### src/ftc_pkg.sv
package ftc_pkg;

  // --------
  // Time base
  // --------
  localparam int unsigned CLK_HZ     = 10_000_000;
  localparam int unsigned HZ_PER_MHZ = 1_000_000;
  localparam int unsigned CYC_PER_US = CLK_HZ / HZ_PER_MHZ;
  localparam int unsigned TMR_W      = 16;

  // --------
  // Time-outs in microseconds and derived cycle counts
  // --------
  localparam int unsigned TXD_TO_US  = 2000;
  localparam int unsigned H1_US      = 100;
  localparam int unsigned H2_US      = 500;
  localparam int unsigned L6_US      = 50;
  localparam int unsigned F47_US     = 200;
  localparam int unsigned REC_US     = 100;
  localparam int unsigned WAKE_US    = 40;
  localparam int unsigned SLEEP_US   = 50;
  localparam int unsigned TXD_TO_CYC = TXD_TO_US * CYC_PER_US;
  localparam int unsigned H1_CYC     = H1_US * CYC_PER_US;
  localparam int unsigned H2_CYC     = H2_US * CYC_PER_US;
  localparam int unsigned L6_CYC     = L6_US * CYC_PER_US;
  localparam int unsigned F47_CYC    = F47_US * CYC_PER_US;
  localparam int unsigned REC_CYC    = REC_US * CYC_PER_US;
  localparam int unsigned WAKE_CYC   = WAKE_US * CYC_PER_US;
  localparam int unsigned SLEEP_CYC  = SLEEP_US * CYC_PER_US;

  // --------
  // Timer slots
  // --------
  localparam int T_TXD   = 0;
  localparam int T_H1    = 1;
  localparam int T_H2    = 2;
  localparam int T_L6    = 3;
  localparam int T_F47   = 4;
  localparam int T_RECH  = 5;
  localparam int T_RECL  = 6;
  localparam int T_REC47 = 7;
  localparam int T_WAKE  = 8;
  localparam int T_SLEEP = 9;
  localparam int NT      = 10;

  // --------
  // Synchronised pin slots
  // --------
  localparam int P_TXD   = 0;
  localparam int P_STB   = 1;
  localparam int P_EN    = 2;
  localparam int P_WAKE  = 3;
  localparam int P_VLOW  = 4;
  localparam int P_HHI   = 5;
  localparam int P_LHI   = 6;
  localparam int P_DIFF  = 7;
  localparam int P_HRX   = 8;
  localparam int P_LRX   = 9;
  localparam int P_OPEN  = 10;
  localparam int P_BWAKE = 11;
  localparam int NP      = 12;

  // --------
  // Modes and failure configurations
  // --------
  typedef enum logic [1:0] {
    MD_SLEEP      = 2'b00,
    MD_GOTO_SLEEP = 2'b01,
    MD_PWR_STBY   = 2'b10,
    MD_NORMAL     = 2'b11
  } ftc_mode_t;

  typedef enum logic [2:0] {
    FS_NONE   = 3'b000,
    FS_H_SW   = 3'b001,
    FS_H_CANL = 3'b010,
    FS_L_BAT  = 3'b011,
    FS_L_GND  = 3'b100
  } ftc_fail_t;

  // --------
  // APB register map
  // --------
  localparam int unsigned APB_AW     = 8;
  localparam int unsigned APB_DW     = 32;
  localparam logic [7:0]  REG_CTRL   = 8'h00;
  localparam logic [7:0]  REG_STATUS = 8'h04;
  localparam logic [31:0] RD_ZERO    = 32'h0000_0000;
  localparam int CTRL_DET_EN = 0;
  localparam int ST_FS_LSB   = 0;
  localparam int ST_MODE_LSB = 4;
  localparam int ST_TXDIS    = 8;
  localparam int ST_WAKE     = 9;
  localparam int ST_POR      = 10;
  localparam int ST_INH      = 11;
  localparam int ST_OPEN     = 12;

endpackage

### src/ftc_line_manager.sv
// Overview of operation
// Low transmit input drives bus dominant
// Receive output shows bus level, low dominant
// Normal mode: error low on detected failure
// Standby/sleep: error low after wake-up
// Power-on standby: error shows power-on flag
// Standby-control and enable pins select mode
// Local wake registers on both edges
// Wake-up switches regulator inhibit on
// Long low transmit input disables transmitter
// High transmit input clears time-out, re-enables
// Detector active in normal mode, reconfigures
// Benign failures keep differential full operation
// CANH high: CANH single-wire, then CANL
// CANH to battery: CANL receive, CANH off
// CANL to ground: CANH receive, CANL off
// CANL high: CANH receive, CANL off
// Wires shorted: CANH receive, CANL off
// Recessive period leaves failure 3/3a/6 mode
// Failure 4/7 time-out: CANL off, pull-up
// Recessive differential period restores differential mode
// Recovered failure returns error output high
// Open wire flagged only between talking nodes
// Pin pair decodes into four modes
// Normal mode clears power-on and wake flags
// Low logic supply forces mode pins low
// Every time-out is a parameterised counter
//
// The register addresses and register access over APB were left to the implementer.
`timescale 1ns/100ps

module ftc_line_manager #(
  parameter int unsigned TXD_TO_CYC = ftc_pkg::TXD_TO_CYC,
  parameter int unsigned H1_CYC     = ftc_pkg::H1_CYC,
  parameter int unsigned H2_CYC     = ftc_pkg::H2_CYC,
  parameter int unsigned L6_CYC     = ftc_pkg::L6_CYC,
  parameter int unsigned F47_CYC    = ftc_pkg::F47_CYC,
  parameter int unsigned RECH_CYC   = ftc_pkg::REC_CYC,
  parameter int unsigned RECL_CYC   = ftc_pkg::REC_CYC,
  parameter int unsigned REC47_CYC  = ftc_pkg::REC_CYC,
  parameter int unsigned WAKE_CYC   = ftc_pkg::WAKE_CYC,
  parameter int unsigned SLEEP_CYC  = ftc_pkg::SLEEP_CYC
) (
  // Clock and reset
  input  wire logic                        clk_i,
  input  wire logic                        rst_i,
  // Controller side
  input  wire logic                        txd_i,
  input  wire logic                        stb_i,
  input  wire logic                        en_i,
  output logic                             rxd_o,
  output logic                             err_n_o,
  // Local wake and supply status
  input  wire logic                        wake_n_i,
  input  wire logic                        vcc_low_i,
  output logic                             regulator_inhibit_out_o,
  // Bus comparators
  input  wire logic                        canh_high_i,
  input  wire logic                        canl_high_i,
  input  wire logic                        diff_dom_i,
  input  wire logic                        canh_rx_dom_i,
  input  wire logic                        canl_rx_dom_i,
  input  wire logic                        open_wire_i,
  input  wire logic                        bus_wake_i,
  // Drivers and terminations
  output logic                             canh_drive_o,
  output logic                             canl_drive_o,
  output logic                             high_wire_termination_weak_o,
  output logic                             low_wire_termination_weak_o,
  output logic                             low_wire_termination_bat_o,
  // APB slave
  input  wire logic                        psel_i,
  input  wire logic                        penable_i,
  input  wire logic                        pwrite_i,
  input  wire logic [ftc_pkg::APB_AW-1:0]  paddr_i,
  input  wire logic [ftc_pkg::APB_DW-1:0]  pwdata_i,
  output logic [ftc_pkg::APB_DW-1:0]       prdata_o,
  output logic                             pready_o,
  output logic                             pslverr_o
);

  // --------
  // State
  // --------
  typedef struct packed {
    logic [ftc_pkg::NP-1:0]     s1;
    logic [ftc_pkg::NP-1:0]     s2;
    logic                       bwake_d;
    logic                       wake_flt;
    logic                       tx_dis;
    logic                       wake_flag;
    logic                       por_flag;
    logic                       regulator_inhibit_out;
    logic                       det_en;
    ftc_pkg::ftc_fail_t         fs;
    logic                       canh_drv;
    logic                       canl_drv;
    logic                       rth_weak;
    logic                       rtl_weak;
    logic                       rtl_bat;
    logic                       rxd;
    logic                       err_n;
    logic                       pready;
    logic                       pslverr;
    logic [ftc_pkg::APB_DW-1:0] prdata;
  } ftc_st_t;

  // Power-on flag and inhibit start set: reset stands for battery power-on
  localparam ftc_st_t ST_RST = '{
    s1:        '1,
    s2:        '1,
    bwake_d:   1'b1,
    wake_flt:  1'b1,
    por_flag:  1'b1,
    regulator_inhibit_out:       1'b1,
    det_en:    1'b1,
    fs:        ftc_pkg::FS_NONE,
    rxd:       1'b1,
    err_n:     1'b1,
    default:   '0
  };

  ftc_st_t st;
  ftc_st_t next_st;

  logic [ftc_pkg::NP-1:0] pins;
  logic [ftc_pkg::NT-1:0] t_run;
  logic [ftc_pkg::NT-1:0] t_done;

  assign pins = {bus_wake_i, open_wire_i, canl_rx_dom_i, canh_rx_dom_i, diff_dom_i,
                 canl_high_i, canh_high_i, vcc_low_i, wake_n_i, en_i, stb_i, txd_i};

  // --------
  // Time-out counters
  // --------
  function automatic int unsigned t_len(input int idx);
    case (idx)
      ftc_pkg::T_TXD:   t_len = TXD_TO_CYC;
      ftc_pkg::T_H1:    t_len = H1_CYC;
      ftc_pkg::T_H2:    t_len = H2_CYC;
      ftc_pkg::T_L6:    t_len = L6_CYC;
      ftc_pkg::T_F47:   t_len = F47_CYC;
      ftc_pkg::T_RECH:  t_len = RECH_CYC;
      ftc_pkg::T_RECL:  t_len = RECL_CYC;
      ftc_pkg::T_REC47: t_len = REC47_CYC;
      ftc_pkg::T_WAKE:  t_len = WAKE_CYC;
      default:          t_len = SLEEP_CYC;
    endcase
  endfunction

  for (genvar g = 0; g < ftc_pkg::NT; g++)
  begin : g_tmr
    ftc_timer #(
      .W   (ftc_pkg::TMR_W),
      .LEN (t_len(g))
    ) u_tmr (
      .clk_i  (clk_i),
      .rst_i  (rst_i),
      .run_i  (t_run[g]),
      .done_o (t_done[g])
    );
  end

  // --------
  // Next-state logic
  // --------
  logic                       txd_s;
  logic                       wake_s;
  logic                       h_hi;
  logic                       l_hi;
  logic                       d_dom;
  logic                       stb_eff;
  logic                       en_eff;
  logic                       normal;
  logic                       det_act;
  logic                       wake_ev;
  logic                       rx_dom;
  logic                       tx_dom;
  logic                       h_on;
  logic                       l_on;
  logic                       setup;
  logic                       wr_acc;
  logic [ftc_pkg::APB_DW-1:0] stat;
  ftc_pkg::ftc_mode_t         mode;

  always_comb
  begin
    next_st = st;
    next_st.s1 = pins;
    next_st.s2 = st.s1;
    txd_s  = st.s2[ftc_pkg::P_TXD];
    wake_s = st.s2[ftc_pkg::P_WAKE];
    h_hi   = st.s2[ftc_pkg::P_HHI];
    l_hi   = st.s2[ftc_pkg::P_LHI];
    d_dom  = st.s2[ftc_pkg::P_DIFF];
    next_st.bwake_d = st.s2[ftc_pkg::P_BWAKE];

    // Fail-safe: a sagging logic supply reads as both pins low
    stb_eff = st.s2[ftc_pkg::P_STB] & ~st.s2[ftc_pkg::P_VLOW];
    en_eff  = st.s2[ftc_pkg::P_EN] & ~st.s2[ftc_pkg::P_VLOW];
    mode    = ftc_pkg::ftc_mode_t'({stb_eff, en_eff});
    normal  = (mode == ftc_pkg::MD_NORMAL);
    det_act = normal & st.det_en;

    // Transmit dominant time-out
    t_run = '0;
    t_run[ftc_pkg::T_TXD] = ~txd_s;
    if (txd_s)
      next_st.tx_dis = 1'b0;
    else if (t_done[ftc_pkg::T_TXD])
      next_st.tx_dis = 1'b1;

    // Wake-up: level must settle for the filter time after either edge
    t_run[ftc_pkg::T_WAKE]  = (wake_s != st.wake_flt);
    t_run[ftc_pkg::T_SLEEP] = (mode == ftc_pkg::MD_GOTO_SLEEP);
    wake_ev = 1'b0;
    if (t_done[ftc_pkg::T_WAKE] && (wake_s != st.wake_flt))
    begin
      next_st.wake_flt = wake_s;
      wake_ev = 1'b1;
    end
    if (st.s2[ftc_pkg::P_BWAKE] && !st.bwake_d && !normal)
      wake_ev = 1'b1;

    // Inhibit: any wake or a high standby pin wins over going to sleep
    if (wake_ev || stb_eff)
      next_st.regulator_inhibit_out = 1'b1;
    else if (t_done[ftc_pkg::T_SLEEP])
      next_st.regulator_inhibit_out = 1'b0;

    if (normal)
    begin
      next_st.wake_flag = 1'b0;
      next_st.por_flag  = 1'b0;
    end
    else if (wake_ev)
      next_st.wake_flag = 1'b1;

    // Failure detector qualifying periods
    t_run[ftc_pkg::T_H1]    = det_act & h_hi & (st.fs == ftc_pkg::FS_NONE);
    t_run[ftc_pkg::T_H2]    = det_act & h_hi & (st.fs == ftc_pkg::FS_H_SW);
    t_run[ftc_pkg::T_RECH]  = ~h_hi & ((st.fs == ftc_pkg::FS_H_SW) |
                                       (st.fs == ftc_pkg::FS_H_CANL));
    t_run[ftc_pkg::T_L6]    = det_act & l_hi & (st.fs == ftc_pkg::FS_NONE);
    t_run[ftc_pkg::T_RECL]  = ~l_hi & (st.fs == ftc_pkg::FS_L_BAT);
    t_run[ftc_pkg::T_F47]   = det_act & d_dom & ~h_hi & ~l_hi &
                              (st.fs == ftc_pkg::FS_NONE);
    t_run[ftc_pkg::T_REC47] = ~d_dom & (st.fs == ftc_pkg::FS_L_GND);

    case (st.fs)
      ftc_pkg::FS_NONE:
      begin
        if (t_done[ftc_pkg::T_H1])
          next_st.fs = ftc_pkg::FS_H_SW;
        else if (t_done[ftc_pkg::T_L6])
          next_st.fs = ftc_pkg::FS_L_BAT;
        else if (t_done[ftc_pkg::T_F47])
          next_st.fs = ftc_pkg::FS_L_GND;
      end
      ftc_pkg::FS_H_SW:
      begin
        if (t_done[ftc_pkg::T_H2])
          next_st.fs = ftc_pkg::FS_H_CANL;
        else if (t_done[ftc_pkg::T_RECH])
          next_st.fs = ftc_pkg::FS_NONE;
      end
      ftc_pkg::FS_H_CANL:
      begin
        if (t_done[ftc_pkg::T_RECH])
          next_st.fs = ftc_pkg::FS_NONE;
      end
      ftc_pkg::FS_L_BAT:
      begin
        if (t_done[ftc_pkg::T_RECL])
          next_st.fs = ftc_pkg::FS_NONE;
      end
      ftc_pkg::FS_L_GND:
      begin
        if (t_done[ftc_pkg::T_REC47])
          next_st.fs = ftc_pkg::FS_NONE;
      end
      default:
      begin
        next_st.fs = ftc_pkg::FS_NONE;
      end
    endcase
    if (!st.det_en)
      next_st.fs = ftc_pkg::FS_NONE;

    // Driver, termination and receiver selection per configuration
    rx_dom = d_dom;
    h_on   = 1'b1;
    l_on   = 1'b1;
    next_st.rth_weak = 1'b0;
    next_st.rtl_weak = 1'b0;
    case (st.fs)
      ftc_pkg::FS_H_SW:
      begin
        rx_dom = st.s2[ftc_pkg::P_HRX];
      end
      ftc_pkg::FS_H_CANL:
      begin
        rx_dom = st.s2[ftc_pkg::P_LRX];
        h_on   = 1'b0;
        next_st.rth_weak = 1'b1;
      end
      ftc_pkg::FS_L_BAT,
      ftc_pkg::FS_L_GND:
      begin
        rx_dom = st.s2[ftc_pkg::P_HRX];
        l_on   = 1'b0;
        next_st.rtl_weak = 1'b1;
      end
      default:
      begin
        rx_dom = d_dom;
      end
    endcase

    // A time-out disable also stops frames already under way on the wire
    tx_dom = normal & ~txd_s & ~st.tx_dis;
    next_st.canh_drv = tx_dom & h_on;
    next_st.canl_drv = tx_dom & l_on;
    next_st.rtl_bat  = ~normal;

    case (mode)
      ftc_pkg::MD_NORMAL:
      begin
        next_st.rxd   = ~rx_dom;
        // Open-wire comparator only fires between talking nodes, so this toggles
        next_st.err_n = ~((st.fs != ftc_pkg::FS_NONE) |
                          st.s2[ftc_pkg::P_OPEN]);
      end
      ftc_pkg::MD_PWR_STBY:
      begin
        next_st.rxd   = ~st.wake_flag;
        next_st.err_n = ~st.por_flag;
      end
      default:
      begin
        next_st.rxd   = ~st.wake_flag;
        next_st.err_n = ~st.wake_flag;
      end
    endcase

    // APB: zero-wait answer, data captured in the setup cycle
    stat = ftc_pkg::RD_ZERO;
    stat[ftc_pkg::ST_FS_LSB +: $bits(ftc_pkg::ftc_fail_t)] = st.fs;
    stat[ftc_pkg::ST_MODE_LSB +: $bits(ftc_pkg::ftc_mode_t)] = mode;
    stat[ftc_pkg::ST_TXDIS] = st.tx_dis;
    stat[ftc_pkg::ST_WAKE]  = st.wake_flag;
    stat[ftc_pkg::ST_POR]   = st.por_flag;
    stat[ftc_pkg::ST_INH]   = st.regulator_inhibit_out;
    stat[ftc_pkg::ST_OPEN]  = st.s2[ftc_pkg::P_OPEN];
    setup  = psel_i & ~penable_i;
    wr_acc = psel_i & penable_i & st.pready & pwrite_i;
    next_st.pready  = setup;
    next_st.pslverr = 1'b0;
    if (setup)
    begin
      next_st.prdata = ftc_pkg::RD_ZERO;
      if (paddr_i == ftc_pkg::REG_CTRL)
        next_st.prdata[ftc_pkg::CTRL_DET_EN] = st.det_en;
      else if (paddr_i == ftc_pkg::REG_STATUS)
        next_st.prdata = stat;
      else
        next_st.pslverr = 1'b1;
    end
    if (wr_acc && (paddr_i == ftc_pkg::REG_CTRL))
      next_st.det_en = pwdata_i[ftc_pkg::CTRL_DET_EN];
  end

  always_ff @(posedge clk_i or posedge rst_i)
  begin
    if (rst_i)
      st <= ST_RST;
    else
      st <= next_st;
  end

  // --------
  // Outputs
  // --------
  assign rxd_o                        = st.rxd;
  assign err_n_o                      = st.err_n;
  assign regulator_inhibit_out_o      = st.regulator_inhibit_out;
  assign canh_drive_o                 = st.canh_drv;
  assign canl_drive_o                 = st.canl_drv;
  assign high_wire_termination_weak_o = st.rth_weak;
  assign low_wire_termination_weak_o  = st.rtl_weak;
  assign low_wire_termination_bat_o   = st.rtl_bat;
  assign prdata_o                     = st.prdata;
  assign pready_o                     = st.pready;
  assign pslverr_o                    = st.pslverr;

endmodule

### src/ftc_timer.sv
`timescale 1ns/100ps

module ftc_timer #(
  parameter int unsigned W   = 16,
  parameter int unsigned LEN = 100
) (
  // Clock and reset
  input  wire logic clk_i,
  input  wire logic rst_i,
  // Qualifying condition and expiry
  input  wire logic run_i,
  output logic      done_o
);

  typedef struct packed {
    logic [W-1:0] cnt;
    logic         done;
  } ftc_tmr_t;

  localparam logic [W-1:0] LAST = W'(LEN - 1);
  localparam logic [W-1:0] ONE  = W'(1);

  ftc_tmr_t st;
  ftc_tmr_t next_st;

  // Condition must hold without a break; any gap restarts the count
  always_comb
  begin
    next_st = st;
    if (!run_i)
    begin
      next_st.cnt  = '0;
      next_st.done = 1'b0;
    end
    else
    begin
      if (st.cnt != LAST)
        next_st.cnt = st.cnt + ONE;
      next_st.done = (st.cnt == LAST);
    end
  end

  always_ff @(posedge clk_i or posedge rst_i)
  begin
    if (rst_i)
      st <= '0;
    else
      st <= next_st;
  end

  assign done_o = st.done;

endmodule

### config.mk
export PLATFORM = sky130hd
export DESIGN_NAME = ftc_line_manager
export DESIGN_NICKNAME = d
export VERILOG_FILES = /design/src/ftc_pkg.sv /design/src/ftc_line_manager.sv /design/src/ftc_timer.sv
export SDC_FILE = /design/constraint.sdc
export NUM_CORES = 1
export LEC_CHECK = 0
export ABC_AREA = 1
export BUFFER_PORTS_ARGS = -buffer_cell sky130_fd_sc_hd__clkbuf_2
export CAP_MARGIN = 20
export CORE_UTILIZATION = 38
export DETAILED_ROUTE_END_ITERATION = 10
export PLACE_DENSITY = 0.58
export SLEW_MARGIN = 20
export SYNTH_ARGS = -nofsm -noshare
export SYNTH_HDL_FRONTEND = slang
export SYNTH_SLANG_ARGS = --single-unit
### constraint.sdc
create_clock -name clk_i -period 7.73 [get_ports clk_i]
set_input_delay 0.773 -clock clk_i [delete_from_list [all_inputs] [get_ports clk_i]]
set_output_delay 0.773 -clock clk_i [all_outputs]
set_load 0.1 [all_outputs]
==> out/results.md <==
- run status: completed
- Crit Reg-Reg Startpoint: st[53]
- mean routed wirelength per cell: 12.1 µm
- maximum capacitance violations: 0
- proportion of register bits with asynchronous set or reset after synthesis: 1.00
- Setup crit start kind: register
- Critical Setup Path Class: register to primary output
- initial antenna violation count: 0
- Setup crit start: regulator_inhibit_out_o
- Critical Path End Type: primary output
- number of buffers between clock root and the deepest sink: 3
- setup violators final: 0
- number of enable flip-flop cells after synthesis: 0
- category of cells accounting for the largest share of critical-path delay: flip-flops
- HP Class: input port to register
- TritonCTS clock tree: built
- area growth from synthesis to layout: 12.2%
- Post-CTS Hold Fix Bufs: 0
- post-synthesis instance area: 11,600 µm²
- Iteration-0 DRC Markers: 552
- post-synthesis mux area share: 0.000975
- ratio of cells with drive above 1 in the final layout: 0.120
- sequential cell area fraction in the yosys report: 0.486
- Max IR drop VDD: 0.158 mV
- die outline width: 176 µm
- synth top area cells: sky130_fd_sc_hd__dfrtp_1 42%, sky130_fd_sc_hd__nand2_1 11%, sky130_fd_sc_hd__nor2_1 8.6%
- number of levels in the clock H-tree: 1
- vertical die dimension: 176 µm
- worst skew pair latency: 540 ps
- Site Rows: 63
- number of I/O pins: 99
- summed negative setup slack over all endpoints: 0 ps
- number of cells produced by synthesis: 1,492
- unique cell type count in the Yosys netlist: 44
- adder and majority gate portion of the synthesized area: 0.0108
- combinational fraction of design power: 0.046
- most common library cells after synthesis: 337 x sky130_fd_sc_hd__nand2_1, 264 x sky130_fd_sc_hd__nor2_1, 192 x sky130_fd_sc_hd__dfrtp_1
- DRC Markers: 0
- sw frac: 0.235
- detailed placer's ending HPWL: 16.7 mm
- dominant cell by count in the synthesized netlist: sky130_fd_sc_hd__nand2_1
- sequential fraction of design power: 0.458
- Worst Path Required: 6960 ps
- cell-internal power: 2.00 mW
- final worst-path setup slack: 5450 ps
- pin count of the biggest net entering global routing: 146
- DRT Pass-1 Iters: 5
- Switching Power: 0.614 mW
- total vias in the final route: 9,264
- vias in the first global route: 8,831
- main flop type after synthesis: sky130_fd_sc_hd__dfrtp_1
- leading area contributor after synthesis: sky130_fd_sc_hd__dfrtp_1
- die area: 31,100 µm²
- CTS Root Cell: sky130_fd_sc_hd__clkbuf_16
- Yosys warning count: 0
- transition time of the tightest slew-check pin: 1040 ps
- power per cell area: 201 nW/µm²
- worst path cell trace: clkbuf_2
- fin nets: 1,611
- number of clock sinks: 223
- average size of a mapped cell: 7.74 µm²
- Leakage: 5.88 nW
- all-layer global routing usage: 0.158
- wire length of the first global-routing pass: 41.3 mm
- DR vias/cell: 4.74
- Crit path largest cell delay: 530 ps
- Clock power frac: 0.496
- RSZ-0062 raised after global routing: no
- worst setup slack for register-to-register paths: 5660 ps
- slowest library cell on the worst path: sky130_fd_sc_hd__dfstp_2
- Post-DRT Antenna Nets: 0
- initial core utilization: 0.388
- post-route clock period utilization: 0.295
- arrival time at the worst endpoint: 1510 ps
- routed wire length: 23.7 mm
- worst setup slack after placement: 4920 ps
- biggest fanout along the worst timing path: 2
- count of input and output buffers: 45
- Max transition margin: 0.303
- routability congestion estimate: 0.857
- Core Area: 29,800 µm²
- buffers and inverters on the worst path: 1
- diode insertion count for antenna repair: 0
- final-report hold violation count: 0
- Inserted Clock Buffers: 27
- critical register-to-register path endpoint: g_tmr[9].u_tmr.done_o
- GRT overflow: 0
- fraction of synthesized cell area taken by the top area cell type: 0.416
- cell depth of the worst flop-to-flop path: 4
- synthesis-stage register bit count: 223
- number of setup buffers added after CTS: 0
- Setup Skew: 17.1 ps
- min-delay src: txd_i
- Synth Area in XOR/XNOR: 0.0120
- Hold Crit Depth: 1
- fmax: 0.439 GHz
- main combinational cell family by area after synthesis: simple AND/OR/NAND/NOR gates
- clock period minus worst slack: 2280 ps
- PostCTS Resize Cnt: 0
- simple-gate share of the synthesized area: 0.334
- post-synthesis compound-gate area fraction: 0.0629
- clock-pin transition on the worst setup and hold timing paths: 60 ps
- Hold EP: next_st[51]
- max-slew violation count: 0
[per-layer routing]
metal / vias up / GRT usage / wire length (µm)
li1: 4806 / - / -
met4: 0 / 0.0399 / 444
met3: 32 / 0.0230 / 829
met2: 121 / 0.259 / 10700
met1: 4305 / 0.220 / 11700
met5: - / 0 / 0
[power groups by stage]
stage / Sequential [mW] / Combinational, mW / Clock [mW]
final: 1.20 / 0.120 / 1.30
after global routing: 1.20 / 0.131 / 1.38
after CTS: 1.20 / 0.123 / 1.34
after detailed placement: 1.22 / 0.123 / 0
after global placement: 1.22 / 0.122 / 0
after floorplan: 1.23 / 0.0905 / 0
[cells in the final DEF, fill, tap and decap left out, types with 6 or more instances in the layout]
master,instances
sky130_fd_sc_hd__nand2_2,7
sky130_fd_sc_hd__nand2_1,337
sky130_fd_sc_hd__clkbuf_1,6
sky130_fd_sc_hd__nor2_2,8
sky130_fd_sc_hd__o21ai_0,45
sky130_fd_sc_hd__a21oi_1,50
sky130_fd_sc_hd__nand4_1,33
sky130_fd_sc_hd__nand3_1,117
sky130_fd_sc_hd__conb_1,22
sky130_fd_sc_hd__inv_1,190
sky130_fd_sc_hd__o21ai_1,16
sky130_fd_sc_hd__xor2_1,13
sky130_fd_sc_hd__nor2_1,264
sky130_fd_sc_hd__clkbuf_2,45
sky130_fd_sc_hd__clkbuf_16,27
sky130_fd_sc_hd__nor4_1,7
sky130_fd_sc_hd__ha_1,10
sky130_fd_sc_hd__clkinv_2,9
sky130_fd_sc_hd__nor3_1,48
sky130_fd_sc_hd__a21oi_2,8
sky130_fd_sc_hd__nor3b_1,12
sky130_fd_sc_hd__dfrtp_1,192
sky130_fd_sc_hd__dfstp_2,31
sky130_fd_sc_hd__nor2_4,11
[state kept, by name, summed over array words and instances, names as in the netlist, 10 cells and up]
register            count
g_tmr.u_tmr.done_o     10
st                     17
next_st                13
prdata_o               10
g_tmr.u_tmr.st        160
[metrics by stage]
stage,area [µm²],power [mW],hold slack (ps),cells,util
after floorplan,11600,1.32,345,1513,-
after global placement,12000,1.34,346,1905,0.404
after detailed placement,12000,1.34,347,1905,0.404
after CTS,13000,2.66,289,1955,0.435
after global routing,13000,2.71,287,1955,0.435
final,13000,2.61,310,1955,0.435
[how the worst max path moves through the flow]
stage / end / slack [ps] / depth (start not counted)
5_1_grt: err_n_o / 5410 / 1
4_1_cts: err_n_o / 5420 / 1
2_1_floorplan: canh_drive_o / 900 / 1
6_report: regulator_inhibit_out_o / 5450 / 1
3_5_place_dp: g_tmr[0].u_tmr.st[9] / 4920 / 3
3_3_place_gp: g_tmr[0].u_tmr.st[12] / 4920 / 3
[logic make-up after synthesis]
family,Yosys count
XOR/XNOR,15
flip-flops,223
multiplexers,1
buffers and inverters,242
AND/OR/NAND/NOR,868
adder cells (fa/ha/maj),10
other,1
AO/OA/AOI/OAI,132
[layout make-up]
class / count / area, µm²
Tap cell: 390 / 488
Sequential cell: 223 / 5620
Timing Repair Buffer: 46 / 236
Clock inverter: 15 / 190
Inverter: 198 / 763
Clock buffer: 35 / 726
Fill cell: 3006 / 16800
Multi-Input combinational cell: 1048 / 4940
[worst reg2reg max path, stage by stage (launching register included)]
cell and delay (ps):
sky130_fd_sc_hd__dfstp_2 550, sky130_fd_sc_hd__nand2_1 70, sky130_fd_sc_hd__nor2_1 790, sky130_fd_sc_hd__inv_1 310, sky130_fd_sc_hd__nor2_1 260
Power figures use the tool's default switching activity.
